[src/logic/hirq_map.svh]
/*
 * register offsets, field positions and reset values of the host
 * interrupt enable and fifo level block.
 * assumes byte addresses on the host register bus, one 32-bit word each.
 */
`ifndef HIRQ_MAP_SVH
`define HIRQ_MAP_SVH

`define HIRQ_OFS_IRQ_ENABLE 12'h05c
`define HIRQ_OFS_FIFO_LEVEL 12'h068

// enable and status bit positions
`define HIRQ_BIT_SW_IRQ 31
`define HIRQ_BIT_READY 30
`define HIRQ_BIT_PTIME 29
`define HIRQ_BIT_SWITCH 28
`define HIRQ_BIT_PHY2 27
`define HIRQ_BIT_PHY1 26
`define HIRQ_BIT_TX_STOP 25
`define HIRQ_BIT_RX_STOP 24
`define HIRQ_BIT_DROP_HALF 23
`define HIRQ_BIT_TX_DONE 21
`define HIRQ_BIT_RX_DMA 20
`define HIRQ_BIT_GP_TIMER 19
`define HIRQ_BIT_POWER 17
`define HIRQ_BIT_TXS_OVFL 16
`define HIRQ_BIT_RX_WDOG 15
`define HIRQ_BIT_RX_ERR 14
`define HIRQ_BIT_TX_ERR 13
`define HIRQ_BIT_GPIO 12
`define HIRQ_BIT_TXD_OVERRUN 10
`define HIRQ_BIT_TXD_SPACE 9
`define HIRQ_BIT_TXS_FULL 8
`define HIRQ_BIT_TXS_LEVEL 7
`define HIRQ_BIT_RX_DROP 6
`define HIRQ_BIT_RXS_FULL 4
`define HIRQ_BIT_RXS_LEVEL 3

// writable enable bits: 22, 18 and 2:0 are read-only zero, 11 and 5 writable
`define HIRQ_ENABLE_WMASK 32'hffbb_fff8
`define HIRQ_ENABLE_RESET 32'h0000_0000
// status bits that exist; 11 and 5 have no source
`define HIRQ_STATUS_MASK 32'hffbb_f7d8

// fifo level field positions
`define HIRQ_TXD_LVL_MSB 31
`define HIRQ_TXD_LVL_LSB 24
`define HIRQ_TXS_LVL_MSB 23
`define HIRQ_TXS_LVL_LSB 16
`define HIRQ_RSVD_LVL_MSB 15
`define HIRQ_RSVD_LVL_LSB 8
`define HIRQ_RXS_LVL_MSB 7
`define HIRQ_RXS_LVL_LSB 0
`define HIRQ_FIFO_LEVEL_RESET 32'h4800_0000

`endif

[src/logic/hirq_pkg.sv]
/*
 * types of the host interrupt enable and fifo level block.
 * assumes the constants of hirq_map.svh for field positions.
 */
package hirq_pkg;

    // one host register access, taken in a single cycle
    typedef struct packed {
        logic wr;
        logic rd;
        logic [11:0] addr;
        logic [31:0] wdata;
    } hirq_req_t;

    // fifo fill levels reported by the fifo logic
    typedef struct packed {
        logic [7:0] tx_free_blocks;
        logic [7:0] tx_status_used;
        logic [7:0] rx_status_used;
    } hirq_levels_t;

    // fifo events from the fifo logic, one-cycle or level
    typedef struct packed {
        logic tx_data_write;
        logic tx_data_full;
        logic tx_status_full;
        logic rx_status_full;
    } hirq_fifo_ev_t;

endpackage

[src/logic/hirq_top.sv]
/*
 * host interrupt enable masking, interrupt status capture and fifo level
 * interrupt generation, with the two registers on the host register bus.
 * assumes all inputs come from logic on core_clk, so none is synchronised,
 * and that the owner of the status register drives status_clear.
 * the host sees a status bit one cycle after its event and the pin one
 * cycle after that; software that polls the pin must allow for both.
 * bits 11 and 5 of the enable register are stored and read back, but
 * they gate nothing, since no status source sits behind them.
 * the fifo level compares are strictly greater, so a threshold of ff
 * can never raise its flag; that is the price of an 8-bit field.
 * clk_en low freezes every register, so events in that time are lost.
 */
`timescale 1ns/1ps
`include "hirq_map.svh"

//Contract
//a status source reaches the interrupt pin only when its enable bit is 1.
//status bits follow their sources regardless of enables, except the software interrupt which needs its enable.
//enable bits 31..28 are software, device ready, precision time and switch engine.
//enable bits 27..23 are second phy, first phy, tx stopped, rx stopped and drop counter halfway.
//enable bits 21,20,19,17,16 are tx completion, rx dma, timer, power event, tx status overflow; 22 and 18 read zero.
//enable bits 15..12 are rx watchdog, receiver error, transmitter error and gpio event.
//enable bits 10,9,8,7,6,4,3 are the fifo overrun, space, full, level and drop sources.
//software writes zero to the writable reserved enable bits 11 and 5.
//tx data space status rises when free 64-byte blocks exceed bits 31:24, reset 48h.
//tx status level status rises when tx status words exceed bits 23:16, reset 00h.
//rx status level status rises when rx status words exceed bits 7:0, reset zero.
//software writes zero to fifo level bits 15:8.
//tx data overrun status sets on a write to a full tx data fifo.
//tx status full status sets whenever the tx status fifo is full.
//the interrupt pin is high exactly when status and enable share a set bit; here the pin is registered and follows one cycle later.
//every writable enable bit resets to zero.
module hirq_top #(
    parameter int ADDR_W = 12
) (
    input wire logic core_clk,
    input wire logic sys_rst,
    input wire logic clk_en,
    input wire hirq_pkg::hirq_req_t host_req,
    output logic [31:0] host_rdata,
    input wire logic [31:0] source_events,
    input wire hirq_pkg::hirq_levels_t fifo_levels,
    input wire hirq_pkg::hirq_fifo_ev_t fifo_events,
    input wire logic [31:0] status_clear,
    output logic [31:0] interrupt_source_status,
    output logic host_irq
);
    import hirq_pkg::*;

    // the offsets need twelve address bits; refuse anything else at elaboration
    if (ADDR_W != 12) begin : g_addr_w_check
        $error("hirq_top: ADDR_W must be 12");
    end

    logic [31:0] enable_q, enable_d;
    logic [31:0] level_q, level_d;
    logic [31:0] rdata_q, rdata_d;
    logic [31:0] status_q, status_d;
    logic irq_q, irq_d;
    logic sel_enable, sel_level;
    logic [31:0] raise;
    logic [31:0] pending;

    // enable views, top group
    logic software_irq_enable;
    logic device_ready_enable;
    logic precision_time_event_enable;
    logic switch_event_enable;
    logic second_port_phy_event_enable;
    logic first_port_phy_event_enable;
    logic transmit_stopped_enable;
    logic receive_stopped_enable;
    logic drop_counter_halfway_enable;

    // enable views, middle group
    logic transmit_completion_enable;
    logic receive_dma_enable;
    logic general_timer_enable;
    logic power_event_enable;
    logic tx_status_overflow_enable;
    logic receive_watchdog_enable;
    logic receiver_error_enable;
    logic transmitter_error_enable;
    logic gpio_event_enable;

    // enable views, fifo group
    logic tx_data_overrun_enable;
    logic tx_data_space_enable;
    logic tx_status_full_enable;
    logic tx_status_level_enable;
    logic receive_dropped_frame_enable;
    logic rx_status_full_enable;
    logic rx_status_level_enable;

    // threshold fields of the level register
    logic [7:0] tx_space_threshold;
    logic [7:0] tx_status_threshold;
    logic [7:0] rx_status_threshold;

    // fifo flags computed here for five fifo status sources; rx status full has none and comes from fifo_events
    logic tx_data_space_flag;
    logic tx_status_level_flag;
    logic rx_status_level_flag;
    logic tx_data_overrun_flag;
    logic tx_status_full_flag;

    assign sel_enable = (host_req.addr == `HIRQ_OFS_IRQ_ENABLE);
    assign sel_level = (host_req.addr == `HIRQ_OFS_FIFO_LEVEL);

    // top group of enables
    assign software_irq_enable = enable_q[`HIRQ_BIT_SW_IRQ];
    assign device_ready_enable = enable_q[`HIRQ_BIT_READY];
    assign precision_time_event_enable = enable_q[`HIRQ_BIT_PTIME];
    assign switch_event_enable = enable_q[`HIRQ_BIT_SWITCH];
    assign second_port_phy_event_enable = enable_q[`HIRQ_BIT_PHY2];
    assign first_port_phy_event_enable = enable_q[`HIRQ_BIT_PHY1];
    assign transmit_stopped_enable = enable_q[`HIRQ_BIT_TX_STOP];
    assign receive_stopped_enable = enable_q[`HIRQ_BIT_RX_STOP];
    assign drop_counter_halfway_enable = enable_q[`HIRQ_BIT_DROP_HALF];

    // middle group of enables; 22 and 18 are never stored
    assign transmit_completion_enable = enable_q[`HIRQ_BIT_TX_DONE];
    assign receive_dma_enable = enable_q[`HIRQ_BIT_RX_DMA];
    assign general_timer_enable = enable_q[`HIRQ_BIT_GP_TIMER];
    assign power_event_enable = enable_q[`HIRQ_BIT_POWER];
    assign tx_status_overflow_enable = enable_q[`HIRQ_BIT_TXS_OVFL];
    assign receive_watchdog_enable = enable_q[`HIRQ_BIT_RX_WDOG];
    assign receiver_error_enable = enable_q[`HIRQ_BIT_RX_ERR];
    assign transmitter_error_enable = enable_q[`HIRQ_BIT_TX_ERR];
    assign gpio_event_enable = enable_q[`HIRQ_BIT_GPIO];

    // fifo group of enables
    assign tx_data_overrun_enable = enable_q[`HIRQ_BIT_TXD_OVERRUN];
    assign tx_data_space_enable = enable_q[`HIRQ_BIT_TXD_SPACE];
    assign tx_status_full_enable = enable_q[`HIRQ_BIT_TXS_FULL];
    assign tx_status_level_enable = enable_q[`HIRQ_BIT_TXS_LEVEL];
    assign receive_dropped_frame_enable = enable_q[`HIRQ_BIT_RX_DROP];
    assign rx_status_full_enable = enable_q[`HIRQ_BIT_RXS_FULL];
    assign rx_status_level_enable = enable_q[`HIRQ_BIT_RXS_LEVEL];

    // threshold fields
    assign tx_space_threshold = level_q[`HIRQ_TXD_LVL_MSB:`HIRQ_TXD_LVL_LSB];
    assign tx_status_threshold = level_q[`HIRQ_TXS_LVL_MSB:`HIRQ_TXS_LVL_LSB];
    assign rx_status_threshold = level_q[`HIRQ_RXS_LVL_MSB:`HIRQ_RXS_LVL_LSB];

    // level flags are strictly greater; event flags follow the fifo logic
    assign tx_data_space_flag = fifo_levels.tx_free_blocks > tx_space_threshold;
    assign tx_status_level_flag = fifo_levels.tx_status_used > tx_status_threshold;
    assign rx_status_level_flag = fifo_levels.rx_status_used > rx_status_threshold;
    assign tx_data_overrun_flag = fifo_events.tx_data_write & fifo_events.tx_data_full;
    assign tx_status_full_flag = fifo_events.tx_status_full;

    // register writes and registered read data; unmapped reads give zero
    always_comb begin
        enable_d = enable_q;
        level_d = level_q;
        rdata_d = rdata_q;
        if (host_req.wr && sel_enable) begin
            // reserved read-only bits are not stored, 11 and 5 are kept as written
            enable_d = host_req.wdata & `HIRQ_ENABLE_WMASK;
        end
        if (host_req.wr && sel_level) begin
            // every field stored as written, reserved 15:8 included
            level_d[`HIRQ_TXD_LVL_MSB:`HIRQ_TXD_LVL_LSB] = host_req.wdata[`HIRQ_TXD_LVL_MSB:`HIRQ_TXD_LVL_LSB];
            level_d[`HIRQ_TXS_LVL_MSB:`HIRQ_TXS_LVL_LSB] = host_req.wdata[`HIRQ_TXS_LVL_MSB:`HIRQ_TXS_LVL_LSB];
            level_d[`HIRQ_RSVD_LVL_MSB:`HIRQ_RSVD_LVL_LSB] = host_req.wdata[`HIRQ_RSVD_LVL_MSB:`HIRQ_RSVD_LVL_LSB];
            level_d[`HIRQ_RXS_LVL_MSB:`HIRQ_RXS_LVL_LSB] = host_req.wdata[`HIRQ_RXS_LVL_MSB:`HIRQ_RXS_LVL_LSB];
        end

        // a read in the same cycle as a write returns the old value
        if (host_req.rd) begin
            case (host_req.addr)
                `HIRQ_OFS_IRQ_ENABLE: begin
                    rdata_d = enable_q;
                end
                `HIRQ_OFS_FIFO_LEVEL: begin
                    rdata_d = level_q;
                end
                default: begin
                    rdata_d = 32'h0000_0000; // unmapped reads give zero
                end
            endcase
        end
    end

    // register bank; reset ignores clk_en, everything else waits for it
    always_ff @(posedge core_clk or posedge sys_rst) begin
        if (sys_rst) begin
            enable_q <= `HIRQ_ENABLE_RESET;
            level_q <= `HIRQ_FIFO_LEVEL_RESET;
            rdata_q <= 32'h0000_0000;
        end else if (clk_en) begin
            enable_q <= enable_d;
            level_q <= level_d;
            rdata_q <= rdata_d;
        end
    end

    // sources that set status bits this cycle
    always_comb begin
        // bits without a source stay zero, so reserved status never sets
        raise = 32'h0000_0000;

        // sources owned by other blocks pass straight through
        raise[`HIRQ_BIT_READY] = source_events[`HIRQ_BIT_READY];
        raise[`HIRQ_BIT_PTIME] = source_events[`HIRQ_BIT_PTIME];
        raise[`HIRQ_BIT_SWITCH] = source_events[`HIRQ_BIT_SWITCH];
        raise[`HIRQ_BIT_PHY2] = source_events[`HIRQ_BIT_PHY2];
        raise[`HIRQ_BIT_PHY1] = source_events[`HIRQ_BIT_PHY1];
        raise[`HIRQ_BIT_TX_STOP] = source_events[`HIRQ_BIT_TX_STOP];
        raise[`HIRQ_BIT_RX_STOP] = source_events[`HIRQ_BIT_RX_STOP];
        raise[`HIRQ_BIT_DROP_HALF] = source_events[`HIRQ_BIT_DROP_HALF];
        raise[`HIRQ_BIT_TX_DONE] = source_events[`HIRQ_BIT_TX_DONE];
        raise[`HIRQ_BIT_RX_DMA] = source_events[`HIRQ_BIT_RX_DMA];
        raise[`HIRQ_BIT_GP_TIMER] = source_events[`HIRQ_BIT_GP_TIMER];
        raise[`HIRQ_BIT_POWER] = source_events[`HIRQ_BIT_POWER];
        raise[`HIRQ_BIT_TXS_OVFL] = source_events[`HIRQ_BIT_TXS_OVFL];
        raise[`HIRQ_BIT_RX_WDOG] = source_events[`HIRQ_BIT_RX_WDOG];
        raise[`HIRQ_BIT_RX_ERR] = source_events[`HIRQ_BIT_RX_ERR];
        raise[`HIRQ_BIT_TX_ERR] = source_events[`HIRQ_BIT_TX_ERR];
        raise[`HIRQ_BIT_GPIO] = source_events[`HIRQ_BIT_GPIO];
        raise[`HIRQ_BIT_RX_DROP] = source_events[`HIRQ_BIT_RX_DROP];

        // software interrupt only exists while its enable is set
        raise[`HIRQ_BIT_SW_IRQ] = software_irq_enable;

        // fifo sources come from the flags above, rx status full straight from fifo_events, not from source_events
        raise[`HIRQ_BIT_TXD_SPACE] = tx_data_space_flag;
        raise[`HIRQ_BIT_TXS_LEVEL] = tx_status_level_flag;
        raise[`HIRQ_BIT_RXS_LEVEL] = rx_status_level_flag;
        raise[`HIRQ_BIT_TXD_OVERRUN] = tx_data_overrun_flag;
        raise[`HIRQ_BIT_TXS_FULL] = tx_status_full_flag;
        raise[`HIRQ_BIT_RXS_FULL] = fifo_events.rx_status_full;
    end

    // sticky status, set wins over clear so no event is lost;
    // the pin is registered, so it lags the status by one cycle
    always_comb begin
        // clear first, then set, so an event in the clearing cycle survives
        status_d = status_q & ~status_clear;
        status_d = (status_d | raise) & `HIRQ_STATUS_MASK;
        if (!software_irq_enable) begin
            status_d[`HIRQ_BIT_SW_IRQ] = 1'b0;
        end

        // each status bit reaches the pin only through its own enable
        pending = 32'h0000_0000;
        pending[`HIRQ_BIT_SW_IRQ] = status_q[`HIRQ_BIT_SW_IRQ] & software_irq_enable;
        pending[`HIRQ_BIT_READY] = status_q[`HIRQ_BIT_READY] & device_ready_enable;
        pending[`HIRQ_BIT_PTIME] = status_q[`HIRQ_BIT_PTIME] & precision_time_event_enable;
        pending[`HIRQ_BIT_SWITCH] = status_q[`HIRQ_BIT_SWITCH] & switch_event_enable;
        pending[`HIRQ_BIT_PHY2] = status_q[`HIRQ_BIT_PHY2] & second_port_phy_event_enable;
        pending[`HIRQ_BIT_PHY1] = status_q[`HIRQ_BIT_PHY1] & first_port_phy_event_enable;
        pending[`HIRQ_BIT_TX_STOP] = status_q[`HIRQ_BIT_TX_STOP] & transmit_stopped_enable;
        pending[`HIRQ_BIT_RX_STOP] = status_q[`HIRQ_BIT_RX_STOP] & receive_stopped_enable;
        pending[`HIRQ_BIT_DROP_HALF] = status_q[`HIRQ_BIT_DROP_HALF] & drop_counter_halfway_enable;

        // middle group
        pending[`HIRQ_BIT_TX_DONE] = status_q[`HIRQ_BIT_TX_DONE] & transmit_completion_enable;
        pending[`HIRQ_BIT_RX_DMA] = status_q[`HIRQ_BIT_RX_DMA] & receive_dma_enable;
        pending[`HIRQ_BIT_GP_TIMER] = status_q[`HIRQ_BIT_GP_TIMER] & general_timer_enable;
        pending[`HIRQ_BIT_POWER] = status_q[`HIRQ_BIT_POWER] & power_event_enable;
        pending[`HIRQ_BIT_TXS_OVFL] = status_q[`HIRQ_BIT_TXS_OVFL] & tx_status_overflow_enable;
        pending[`HIRQ_BIT_RX_WDOG] = status_q[`HIRQ_BIT_RX_WDOG] & receive_watchdog_enable;
        pending[`HIRQ_BIT_RX_ERR] = status_q[`HIRQ_BIT_RX_ERR] & receiver_error_enable;
        pending[`HIRQ_BIT_TX_ERR] = status_q[`HIRQ_BIT_TX_ERR] & transmitter_error_enable;
        pending[`HIRQ_BIT_GPIO] = status_q[`HIRQ_BIT_GPIO] & gpio_event_enable;

        // fifo group
        pending[`HIRQ_BIT_TXD_OVERRUN] = status_q[`HIRQ_BIT_TXD_OVERRUN] & tx_data_overrun_enable;
        pending[`HIRQ_BIT_TXD_SPACE] = status_q[`HIRQ_BIT_TXD_SPACE] & tx_data_space_enable;
        pending[`HIRQ_BIT_TXS_FULL] = status_q[`HIRQ_BIT_TXS_FULL] & tx_status_full_enable;
        pending[`HIRQ_BIT_TXS_LEVEL] = status_q[`HIRQ_BIT_TXS_LEVEL] & tx_status_level_enable;
        pending[`HIRQ_BIT_RX_DROP] = status_q[`HIRQ_BIT_RX_DROP] & receive_dropped_frame_enable;
        pending[`HIRQ_BIT_RXS_FULL] = status_q[`HIRQ_BIT_RXS_FULL] & rx_status_full_enable;
        pending[`HIRQ_BIT_RXS_LEVEL] = status_q[`HIRQ_BIT_RXS_LEVEL] & rx_status_level_enable;
        irq_d = |pending;
    end

    // status and pin registers, frozen with the rest while clk_en is low
    always_ff @(posedge core_clk or posedge sys_rst) begin
        if (sys_rst) begin
            status_q <= 32'h0000_0000;
            irq_q <= 1'b0;
        end else if (clk_en) begin
            status_q <= status_d;
            irq_q <= irq_d;
        end
    end

    assign host_rdata = rdata_q;
    assign interrupt_source_status = status_q;
    assign host_irq = irq_q;

endmodule // hirq_top

[config.mk]
export PLATFORM = sky130hd
export DESIGN_NAME = hirq_top
export DESIGN_NICKNAME = d
export VERILOG_FILES = /design/src/logic/hirq_pkg.sv /design/src/logic/hirq_top.sv
export VERILOG_INCLUDE_DIRS = /design/src /design/src/logic
export SDC_FILE = /design/constraint.sdc
export NUM_CORES = 1
export LEC_CHECK = 0
export BUFFER_PORTS_ARGS = -buffer_cell sky130_fd_sc_hd__buf_2
export CAP_MARGIN = 20
export CORE_ASPECT_RATIO = 1.25
export CORE_UTILIZATION = 38
export DETAILED_ROUTE_END_ITERATION = 7
export GPL_TIMING_DRIVEN = 0
export SLEW_MARGIN = 20
export SYNTH_ARGS = -nofsm -noshare
export SYNTH_HDL_FRONTEND = slang
export SYNTH_SLANG_ARGS = --single-unit
[constraint.sdc]
create_clock -name core_clk -period 6.8 [get_ports core_clk]
set_input_delay 1.02 -clock core_clk [delete_from_list [all_inputs] [get_ports core_clk]]
set_output_delay 1.02 -clock core_clk [all_outputs]
set_load 0.1 [all_outputs]
==> summary.md, run 1 <==
| Metric | Value |
|---|---|
| Critical path, cell by cell | buf_2, or4b_1, nor3_1, and4_1, clkbuf_1, clkbuf_1, a221o_1 |
| Worst Max-Slew Pin Slew | 849 ps |
| Post-synth EDFFs | 0 |
| Initial antenna violation count | 1 |
| Total gr overflow | 0 |
| Share of the synthesized area in the top cell type | 0.514 |
| Final setup violation count | 0 |
| # fillers | 1309 |
| Yosys warnings | 0 |
| Post-Syn Instances | 427 |
| Setup CP Type | primary input to flop |
| Slowest cell on crit path | or4b_1 |
| Main synth FF type | dfrtp_1 |
| RSZ-0062 raised after global routing | false |
| Post-Syn Area | 5600 sq um |
| WL/cell | 19.4 microns |
| Status | finished clean |
| Leak Pwr | 3.92 nW |
| Reg2Reg Depth | 4 |
| Type of origin of the critical path | primary input |
| End-of-flow core utilization | 0.509 |
| Chip height | 138 microns |
| Routed Antenna Nets | 0 |
| Fin Setup TNS | 0 ps |
| Hpwl dp | 11700 microns |
| Final clock skew | 8.17 ps |
| Die area | 15200 sq um |
| DRC viols | 0 |
| CTS root buf | clkbuf_16 |
| Final min period | 2760 ps |
| F_max | 0.363 GHz |
| CTS Sinks | 117 |
| Total power | 1.88 mW |
| Num CTS Buffers | 17 |
| CTS H-Tree Depth | 4 |
| First-pass GRT wire length | 24600 microns |
| FFs w/ async S/R, synth | 1.00 |
| Routed via count | 4260 |
| Gr usage total | 0.215 |
| Hold Path Origin | host_rdata[0]$_DFFE_PP0P_ |
| Hold path depth | 1 |
| Worst Path Max Fanout | 10 |
| Ports | 206 |
| Synth area leaders | dfrtp_1 51%, mux2_4 13%, ha_1 5.4% |
| Hold Path Class | flop to flop |
| Largest net degree at the start of global routing | 73 |
| TritonCTS clock tree | done |
| Peak supply drop | 0.137 mV |
| Num rows | 49 |
| Post CTS Setup Buffer Count | 0 |
| PostCTS Resize Cnt | 0 |
| Seq/Total Area, Yosys | 0.523 |
| Worst-path clk slew | 50 ps |
| Setup crit end kind | flop |
| # hold bufs at CTS | 0 |
| Max stage delay on crit path | 570 ps |
| DR top layer | met4 |
| Metal3 WL | 670 microns |
| Synth cell types | 38 |
| Vias in the first global route | 4483 |
| Required @ worst endpoint | 7140 ps |
| Final Cycle Share | 0.405 |
| Area grow syn2layout | 31.0% |
| CTS max path bufs | 2 |
| R2R Path End | host_irq$_DFFE_PP0P_ |
| Nets | 793 |
| Met2 wire length | 8140 microns |
| Top-count cell post-synth | dfrtp_1 |
| Layout cell share with drive strength beyond 1 | 0.449 |
| Drt pass-1 iters | 5 |
| Via density | 5.20 |
| Yosys reg bits | 117 |
| Placer Congestion | 0.824 |
| Final wirelength | 15900 microns |
| Clk Latency, worst-skew pair | 400 ps |
| Max-cap violations | 0 |
| Most frequent CP cell | clkbuf_1 |
| Hold Path Sink | host_rdata[0]$_DFFE_PP0P_ |
| R2R Setup Slk | 5090 ps |
| Fin. Hold Viols | 0 |
| M1 WL | 6660 microns |
| Power Dens Cells | 256 nW/um^2 |
| Crit Reg-Reg Startpoint | enable_q[12]$_DFFE_PP0P_ |
| Die width | 111 microns |
| Iteration-0 DRC count of the detailed router | 179 |
| Top cells by count, synth | 115 x dfrtp_1, 50 x mux2_4, 31 x a22o_1 |
| Relative slew slack | 0.434 |
| PortBufs | 175 |
| Initial core utilization | 0.389 |
| Core box area | 14400 sq um |
| Syn Area/Cell | 13.1 sq um |
| Worst EP arrival | 3100 ps |
| Area leader, netlist | dfrtp_1 |
| Pins Over Slew Limit | 0 |
==> power by group <==
part           internal (mW)  leakage [nW]  switching [mW]
clock                  0.545         0.267           0.320
combinational         0.0672          2.09           0.212
sequential             0.715          1.56          0.0170
total                   1.33          3.92           0.549
==> through the flow <==
step	setup slack (ps)	hold slack, ps	cell area [sq um]	cells
after global routing	3840	514	7330	820
final	4040	499	7330	820
after CTS	4000	502	7330	819
after global placement	1380	484	6720	786
after floorplan	2680	479	5620	433
after detailed placement	3570	485	6750	787
==> how the worst max path moves through the flow <==
stage               cells after the start                    endpoint    startpoint
CTS                                     7   host_rdata[9]$_DFFE_PP0P_  host_req[40]
floorplan                               1    enable_q[10]$_DFFE_PP0P_       sys_rst
global placement                        2     level_q[22]$_DFFE_PP0P_       sys_rst
detailed placement                      7   host_rdata[9]$_DFFE_PP0P_  host_req[40]
global route                            7  host_rdata[14]$_DFFE_PP0P_  host_req[40]
finish                                  7   host_rdata[9]$_DFFE_PP0P_  host_req[40]
==> flip-flops by register name, indices dropped and copies added (netlist names) <==
| register | count |
|---|---|
| host_irq | 1 |
| host_rdata | 32 |
| enable_q | 27 |
| level_q | 32 |
| interrupt_source_status | 25 |
==> worst max-delay path, delay by kind of cell <==
family                 cells  cell delay (ps)
and+or+nand+nor            3             1030
buffers and inverters      3              790
AOI/OAI and AO/OA          1              260
==> cells by family after synthesis <==
group	after synthesis	synth area share
muxes	60	0.154
and+or+nand+nor	80	0.0809
other	1	0.000670
buffers and inverters	58	0.0525
adders and majority gates	24	0.0536
DFF	117	0.523
AOI/OAI and AO/OA	87	0.135
==> cells in the final DEF, fill, tap and decap left out, types with 2 or more instances in the layout <==
cell	n
buf_2	179
dfrtp_1	115
mux2_4	50
a22o_1	31
inv_1	27
and2_1	27
a221o_1	27
nand2_1	26
ha_1	24
clkbuf_16	17
clkbuf_1	12
nand4_1	11
mux2_2	10
buf_4	9
conb_1	7
o211ai_1	6
a22oi_1	6
clkinvlp_4	6
buf_6	5
clkinv_2	4
a211o_1	3
nor2b_1	3
a21oi_1	3
o21ai_0	3
a31oi_1	3
a221oi_1	3
or4b_1	2
or4_1	2
bufinv_16	2
dfstp_2	2
==> metal layers <==
metal  global-route usage  vias to the layer above
li1                     -                     1966
met3               0.0458                       29
met2                0.375                      142
met4               0.0933                        0
met5                    0                        -
met1                0.258                     2123
==> layout make-up <==
class                      count  area [sq um]  share of cell area
inverter                      28           110              0.0150
multi-input combinational    258          2400               0.327
tap                          178           223              0.0304
clock inverter                13           134              0.0183
timing repair buffer         176           903               0.123
clock buffer                  19           443              0.0604
buffer                        30           189              0.0258
antenna                        1          2.50            0.000341
sequential                   117          2930               0.400
Power figures use the tool's default switching activity.
==> inputs of run 2 (changes only) <==
==> constraint.sdc (replaced) <==
create_clock -name core_clk -period 2.9 [get_ports core_clk]
set_input_delay 0.435 -clock core_clk [delete_from_list [all_inputs] [get_ports core_clk]]
set_output_delay 0.435 -clock core_clk [all_outputs]
set_load 0.1 [all_outputs]
==> run 2 against run 1 <==
Against the previous run: flip-flop and latch count is the same; register-to-register slack worse by 3800 ps; design area rose by 1.2%; worst setup slack got worse by 3300 ps; global-route usage barely moved; count of clock-buffer cells in the layout increased by 4; critical path depth unchanged.
==> summary.md, run 2 (same netlist as run 1, synthesis figures left out) <==
| Metric | Value |
|---|---|
| Status | finished clean |
| Chip height | 138 microns (unchanged) |
| Most common cell after layout, fill and taps aside | buf_2 |
| Relative slew slack | 0.452 (+0.0177) |
| Worst EP arrival | 2530 ps (-570 ps) |
| Nets | 795 (+0.25%) |
| Iteration-0 DRC count of the detailed router | 168 (-6.1%) |
| Clk Latency, worst-skew pair | 420 ps (+20 ps) |
| Via density | 5.26 (+1.2%) |
| Placed insts | 789 (+0.25%) |
| CTS max path bufs | 2 (unchanged) |
| Peak supply drop | 0.461 mV (+240%) |
| Initial core utilization | 0.389 (unchanged) |
| Fin Setup TNS | 0 ps (unchanged) |
| Critical path, cell by cell | buf_2, or4b_1, nor3_1, and4_1, clkbuf_1, clkbuf_1, a221o_1 |
| Worst Path Max Fanout | 10 (unchanged) |
| Setup crit end kind | flop |
| Fin. Hold Viols | 0 (unchanged) |
| F_max | 0.458 GHz |
| First-pass GRT wire length | 24300 microns (-1.3%) |
| Num rows | 49 (unchanged) |
| PortBufs | 175 (unchanged) |
| Buf+Inv Stages, Crit Path | 3 (unchanged) |
| Initial antenna violation count | 1 (unchanged) |
| Num CTS Buffers | 17 (unchanged) |
| DRC viols | 0 (unchanged) |
| End-of-flow core utilization | 0.515 (+0.00625) |
| TritonCTS clock tree | done |
| Slowest cell on crit path | or4b_1 |
| Finished Cell Area | 7420 sq um (+1.2%) |
| Ports | 206 (unchanged) |
| Placer Congestion | 0.823 (-0.16%) |
| Hold Path Class | primary input to asynchronous set/reset pin |
| # fillers | 1250 (-4.5%) |
| Pins Over Slew Limit | 0 (unchanged) |
| Max stage delay on crit path | 570 ps (about the same) |
| Gr usage total | 0.215 (about the same) |
| Routed via count | 4323 (+1.5%) |
| Worst-path clk slew | 50 ps (about the same) |
| # hold bufs at CTS | 0 (unchanged) |
| Area grow syn2layout | 32.6% |
| Final wirelength | 15800 microns (-0.82%) |
| Setup CP Type | primary input to flop |
| Die width | 111 microns (unchanged) |
| Power Dens Cells | 624 nW/um^2 (+140%) |
| CTS Sinks | 117 (unchanged) |
| Most frequent CP cell | clkbuf_1 |
| Core box area | 14400 sq um (unchanged) |
| Final min period | 2180 ps |
| Largest net degree at the start of global routing | 35 (-52%) |
| Final setup violation count | 0 (unchanged) |
| Type of origin of the critical path | primary input |
| Worst Max-Slew Pin Slew | 822 ps (-26.5 ps) |
| CTS H-Tree Depth | 4 (unchanged) |
| Die area | 15200 sq um (unchanged) |
| Leak Pwr | 3.97 nW (+1.5%) |
| Drt pass-1 iters | 4 (-1) |
| Routed Antenna Nets | 0 (unchanged) |
| Hpwl dp | 11800 microns (+0.82%) |
| Post CTS Setup Buffer Count | 0 (unchanged) |
| Layout cell share with drive strength beyond 1 | 0.449 (about the same) |
| Final clock skew | 10.7 ps (+2.57 ps) |
| Worst path top cell family by delay | simple AND/OR/NAND/NOR gates |
| Placed instance area | 6780 sq um (+0.46%) |
| Final Cycle Share | 0.753 |
| Total gr overflow | 0 (unchanged) |
| Vias in the first global route | 4388 (-2.1%) |
| Max-cap violations | 0 (unchanged) |
| WL/cell | 19.2 microns (-1.1%) |
| RSZ-0062 raised after global routing | false |
| Most frequent cells in the layout | 179 x buf_2, 115 x dfrtp_1, 50 x mux2_4 |
| CTS root buf | clkbuf_16 |
| Final Non-Filler Cells | 822 (+0.24%) |
| PostCTS Resize Cnt | 0 (unchanged) |
| Required @ worst endpoint | 3250 ps (-3890 ps) |
[run 2: area by class of cell]
cell class              instances  area (sq um)  area share
repair buffers                178           936       0.126
clock buffers                  23           488      0.0658
clock inverters                 9           148      0.0199
plain buffers                  30           189      0.0255
flip-flops and latches        117          2930       0.395
multi-input cells             258          2400       0.323
inverters                      28           109      0.0147
well taps                     178           223      0.0300
diodes                          1          2.50    0.000337
[run 2: metal layers]
metal  share of wire  wire, microns  GRT usage
met5               0              0          0
met4           0.028            438      0.108
met1            0.42           6670      0.265
met2            0.51           7960      0.360
met3           0.043            678     0.0453
[run 2: worst paths after layout]
path / startpoint / end / slack (ps) / cells past startpoint
max: host_req[40] / host_rdata[10]$_DFFE_PP0P_ / 720 / 7
min: sys_rst / interrupt_source_status[12]$_DFFE_PP0P_ / 30 / 2
max reg2reg: enable_q[12]$_DFFE_PP0P_ / host_irq$_DFFE_PP0P_ / 1260 / 4
min reg2reg: host_rdata[2]$_DFFE_PP0P_ / host_rdata[2]$_DFFE_PP0P_ / 500 / 1
max in group asynchronous: sys_rst / level_q[27]$_DFFE_PP1P_ / 2040 / 4
min in group core_clk: source_events[29] / interrupt_source_status[29]$_DFFE_PP0P_ / 240 / 2
[run 2: power breakdown]
group          internal (mW)  leakage [nW]  switching (mW)
registers               1.68          1.56          0.0412
logic                  0.161          2.10           0.496
clock network           1.52         0.313           0.734
[run 2: worst register-to-register path, stage by stage, from the launching register on]
cell	delay (ps)
dfrtp_1	400
a22o_1	250
a221oi_1	360
nand4_1	160
o32a_1	360
[run 2: metrics by stage]
stage / total power [mW] / hold WS (ps) / setup WS [ps]
floorplan: 2.20 / 479 / 682
global placement: 2.39 / 485 / 319
detailed placement: 2.41 / 482 / 318
CTS: 4.67 / 29.8 / 740
global route: 4.79 / 60.2 / 571
finish: 4.63 / 29.2 / 716
==> inputs of run 3 (changes only) <==
--- a/config.mk
+++ b/config.mk
@@ -12,6 +12,7 @@
 export CORE_UTILIZATION = 38
 export DETAILED_ROUTE_END_ITERATION = 7
 export GPL_TIMING_DRIVEN = 0
+export PLACE_DENSITY = 0.67
 export SLEW_MARGIN = 20
 export SYNTH_ARGS = -nofsm -noshare
 export SYNTH_HDL_FRONTEND = slang
==> constraint.sdc (replaced) <==
create_clock -name core_clk -period 1.8 [get_ports core_clk]
set_input_delay 0.27 -clock core_clk [delete_from_list [all_inputs] [get_ports core_clk]]
set_output_delay 0.27 -clock core_clk [all_outputs]
set_load 0.1 [all_outputs]
==> run 3 against run 2 <==
Against the previous run: global-route usage about the same; flip-flop and latch count unchanged; utilization about the same; highest routed layer unchanged.
==> summary.md, run 3 (same netlist as run 1, synthesis figures left out) <==
| Metric | Value |
|---|---|
| Required @ worst endpoint | 2090 ps (-1160 ps) |
| # diodes | 0 (-1) |
| Iteration-0 DRC count of the detailed router | 175 (+4.2%) |
| DRC viols | 0 (unchanged) |
| WL/cell | 19.3 microns (+0.49%) |
| Most common cell after layout, fill and taps aside | buf_2 |
| Hold path depth | 2 |
| RSZ-0062 raised after global routing | false |
| Placer Congestion | 0.812 (-1.3%) |
| Clock power frac | 0.460 (-0.027) |
| Power Dens Cells | 958 nW/um^2 (+53%) |
| Worst-path clk slew | 60 ps (about the same) |
| Ports | 206 (unchanged) |
| CTS H-Tree Depth | 4 (unchanged) |
| Worst path top cell family by delay | simple AND/OR/NAND/NOR gates |
| Buf+Inv Stages, Crit Path | 3 (unchanged) |
| Switch share | 0.288 (+0.0133) |
| Pins Over Slew Limit | 0 (unchanged) |
| Chip height | 138 microns (unchanged) |
| CTS root buf | clkbuf_16 |
| Drt pass-1 iters | 6 (+2) |
| Fin Setup TNS | 0 ps (unchanged) |
| Clk Latency, worst-skew pair | 410 ps (about the same) |
| Leak Pwr | 3.96 nW (-0.25%) |
| Status | finished clean |
| Gr usage total | 0.215 (about the same) |
| Critical path, cell by cell | buf_2, or4b_4, or4_4, buf_6, buf_6, mux2_4 |
| TritonCTS clock tree | done |
| Nets | 795 (unchanged) |
| Die area | 15200 sq um (unchanged) |
| Final setup violation count | 0 (unchanged) |
| CTS max path bufs | 2 (unchanged) |
| Die width | 111 microns (unchanged) |
| CTS Sinks | 117 (unchanged) |
| Initial core utilization | 0.389 (unchanged) |
| Total gr overflow | 0 (unchanged) |
| Final min period | 1780 ps |
| Type of origin of the critical path | primary input |
| Most frequent cells in the layout | 176 x buf_2, 111 x dfrtp_1, 50 x mux2_4 |
| Total power | 7.10 mW (+53%) |
| Hpwl dp | 11800 microns (+0.41%) |
| Peak supply drop | 0.612 mV (+33%) |
| Initial antenna violation count | 0 (-1) |
| Internal | 5.06 mW (+51%) |
| Reg2Reg Depth | 6 (+2) |
| Max-cap violations | 0 (unchanged) |
| PortBufs | 175 (unchanged) |
| First-pass GRT wire length | 24800 microns (+1.8%) |
| NetSw | 2.04 mW (+61%) |
| Num rows | 49 (unchanged) |
| Post CTS Setup Buffer Count | 0 (unchanged) |
| F_max | 0.563 GHz |
| Routed via count | 4369 (+1.1%) |
| Largest net degree at the start of global routing | 37 (+5.7%) |
| Worst Path Max Fanout | 10 (unchanged) |
| Routed Antenna Nets | 0 (unchanged) |
| Setup CP Type | primary input to flop |
| Layout cell share with drive strength beyond 1 | 0.463 (+0.0132) |
| Setup crit end kind | flop |
| Slowest cell on crit path | or4b_4 |
| Vias in the first global route | 4543 (+3.5%) |
| Num CTS Buffers | 17 (unchanged) |
| End-of-flow core utilization | 0.515 (about the same) |
| Final clock skew | 8.75 ps (-1.98 ps) |
| WP depth | 6 (-1) |
| Combinational fraction of design power | 0.150 (+0.008) |
| Flop pwr share | 0.390 (+0.019) |
| Area grow syn2layout | 32.5% (about the same) |
| Hold Path Class | primary input to flop |
| Final wirelength | 15800 microns (+0.25%) |
| Max stage delay on crit path | 540 ps (-30 ps) |
| Relative slew slack | 0.417 (-0.0352) |
| Worst Max-Slew Pin Slew | 875 ps (+52.8 ps) |
| Most frequent CP cell | buf_6 |
| Core box area | 14400 sq um (unchanged) |
| # fillers | 1248 (-0.16%) |
| Via density | 5.33 (+1.3%) |
| Fin. Hold Viols | 0 (unchanged) |
| Worst EP arrival | 2060 ps (-470 ps) |
| Final Cycle Share | 0.986 |
## run 3: changes by cell type in the layout (fill, tap and decap cells not counted), moves of 2 or more
cell	before	now
or4_4	0	2
dfrtp_2	0	4
clkbuf_4	0	5
clkbuf_1	13	10
buf_8	0	4
buf_2	179	176
dfrtp_1	115	111
buf_4	9	7
or4_1	2	0
bufinv_16	4	2
clkbuf_8	4	2
## run 3: final timing paths
| kind | startpoint | end | slack, ps |
|---|---|---|---|
| min in group asynchronous | sys_rst | host_rdata[18]$_DFFE_PP0P_ | 420 |
| min reg2reg | host_rdata[0]$_DFFE_PP0P_ | host_rdata[0]$_DFFE_PP0P_ | 500 |
| min | source_events[29] | interrupt_source_status[29]$_DFFE_PP0P_ | 90 |
| max | host_req[33] | enable_q[17]$_DFFE_PP0P_ | 20 |
| max reg2reg | level_q[30]$_DFFE_PP1P_ | interrupt_source_status[9]$_DFFE_PP0P_ | 150 |
| max in group asynchronous | sys_rst | level_q[27]$_DFFE_PP1P_ | 530 |
## run 3: power groups by stage
stage	sequential, mW	combinational, mW	clock [mW]
after detailed placement	2.81	1.07	0
after CTS	2.77	1.08	3.33
after global placement	2.81	1.03	0
final	2.77	1.07	3.27
after global routing	2.78	1.13	3.43
after floorplan	3.28	0.278	0
## run 3: metal layers
| layer | part of all wire | routed length (microns) | up-vias | global-route usage |
|---|---|---|---|---|
| li1 | - | - | 1977 | - |
| met1 | 0.42 | 6580 | 2182 | 0.256 |
| met2 | 0.51 | 8030 | 185 | 0.377 |
| met3 | 0.052 | 817 | 25 | 0.0497 |
| met4 | 0.023 | 360 | 0 | 0.0881 |
| met5 | 0 | 0 | - | 0 |
## run 3: what timing repair did
item | CTS | global route
hold buffers | 1 | 0
endpoints found under the hold margin | 17 | 0
endpoints found under the setup margin | 0 | 30
gates resized for setup | 0 | 8
## run 3: final cells by class
| cell class | instances | area, sq um | share of cell area |
|---|---|---|---|
| Clock buffer | 22 | 464 | 0.0626 |
| Clock inverter | 9 | 104 | 0.0140 |
| Sequential cell | 117 | 2940 | 0.396 |
| Timing Repair Buffer | 179 | 946 | 0.128 |
| Multi-Input combinational cell | 258 | 2410 | 0.325 |
| Tap cell | 178 | 223 | 0.0300 |
| Inverter | 28 | 109 | 0.0147 |
| Buffer | 29 | 230 | 0.0310 |
## run 3: per-stage QoR
step	std cells	worst slack [ps]	hold WS, ps	instance area, sq um
floorplan	433	-204	416	5670
finish	820	24.7	86.6	7420
global route	820	1.48	74.6	7420
detailed placement	789	-389	311	6830
global placement	786	-742	486	6770
CTS	821	44.1	69.7	7410
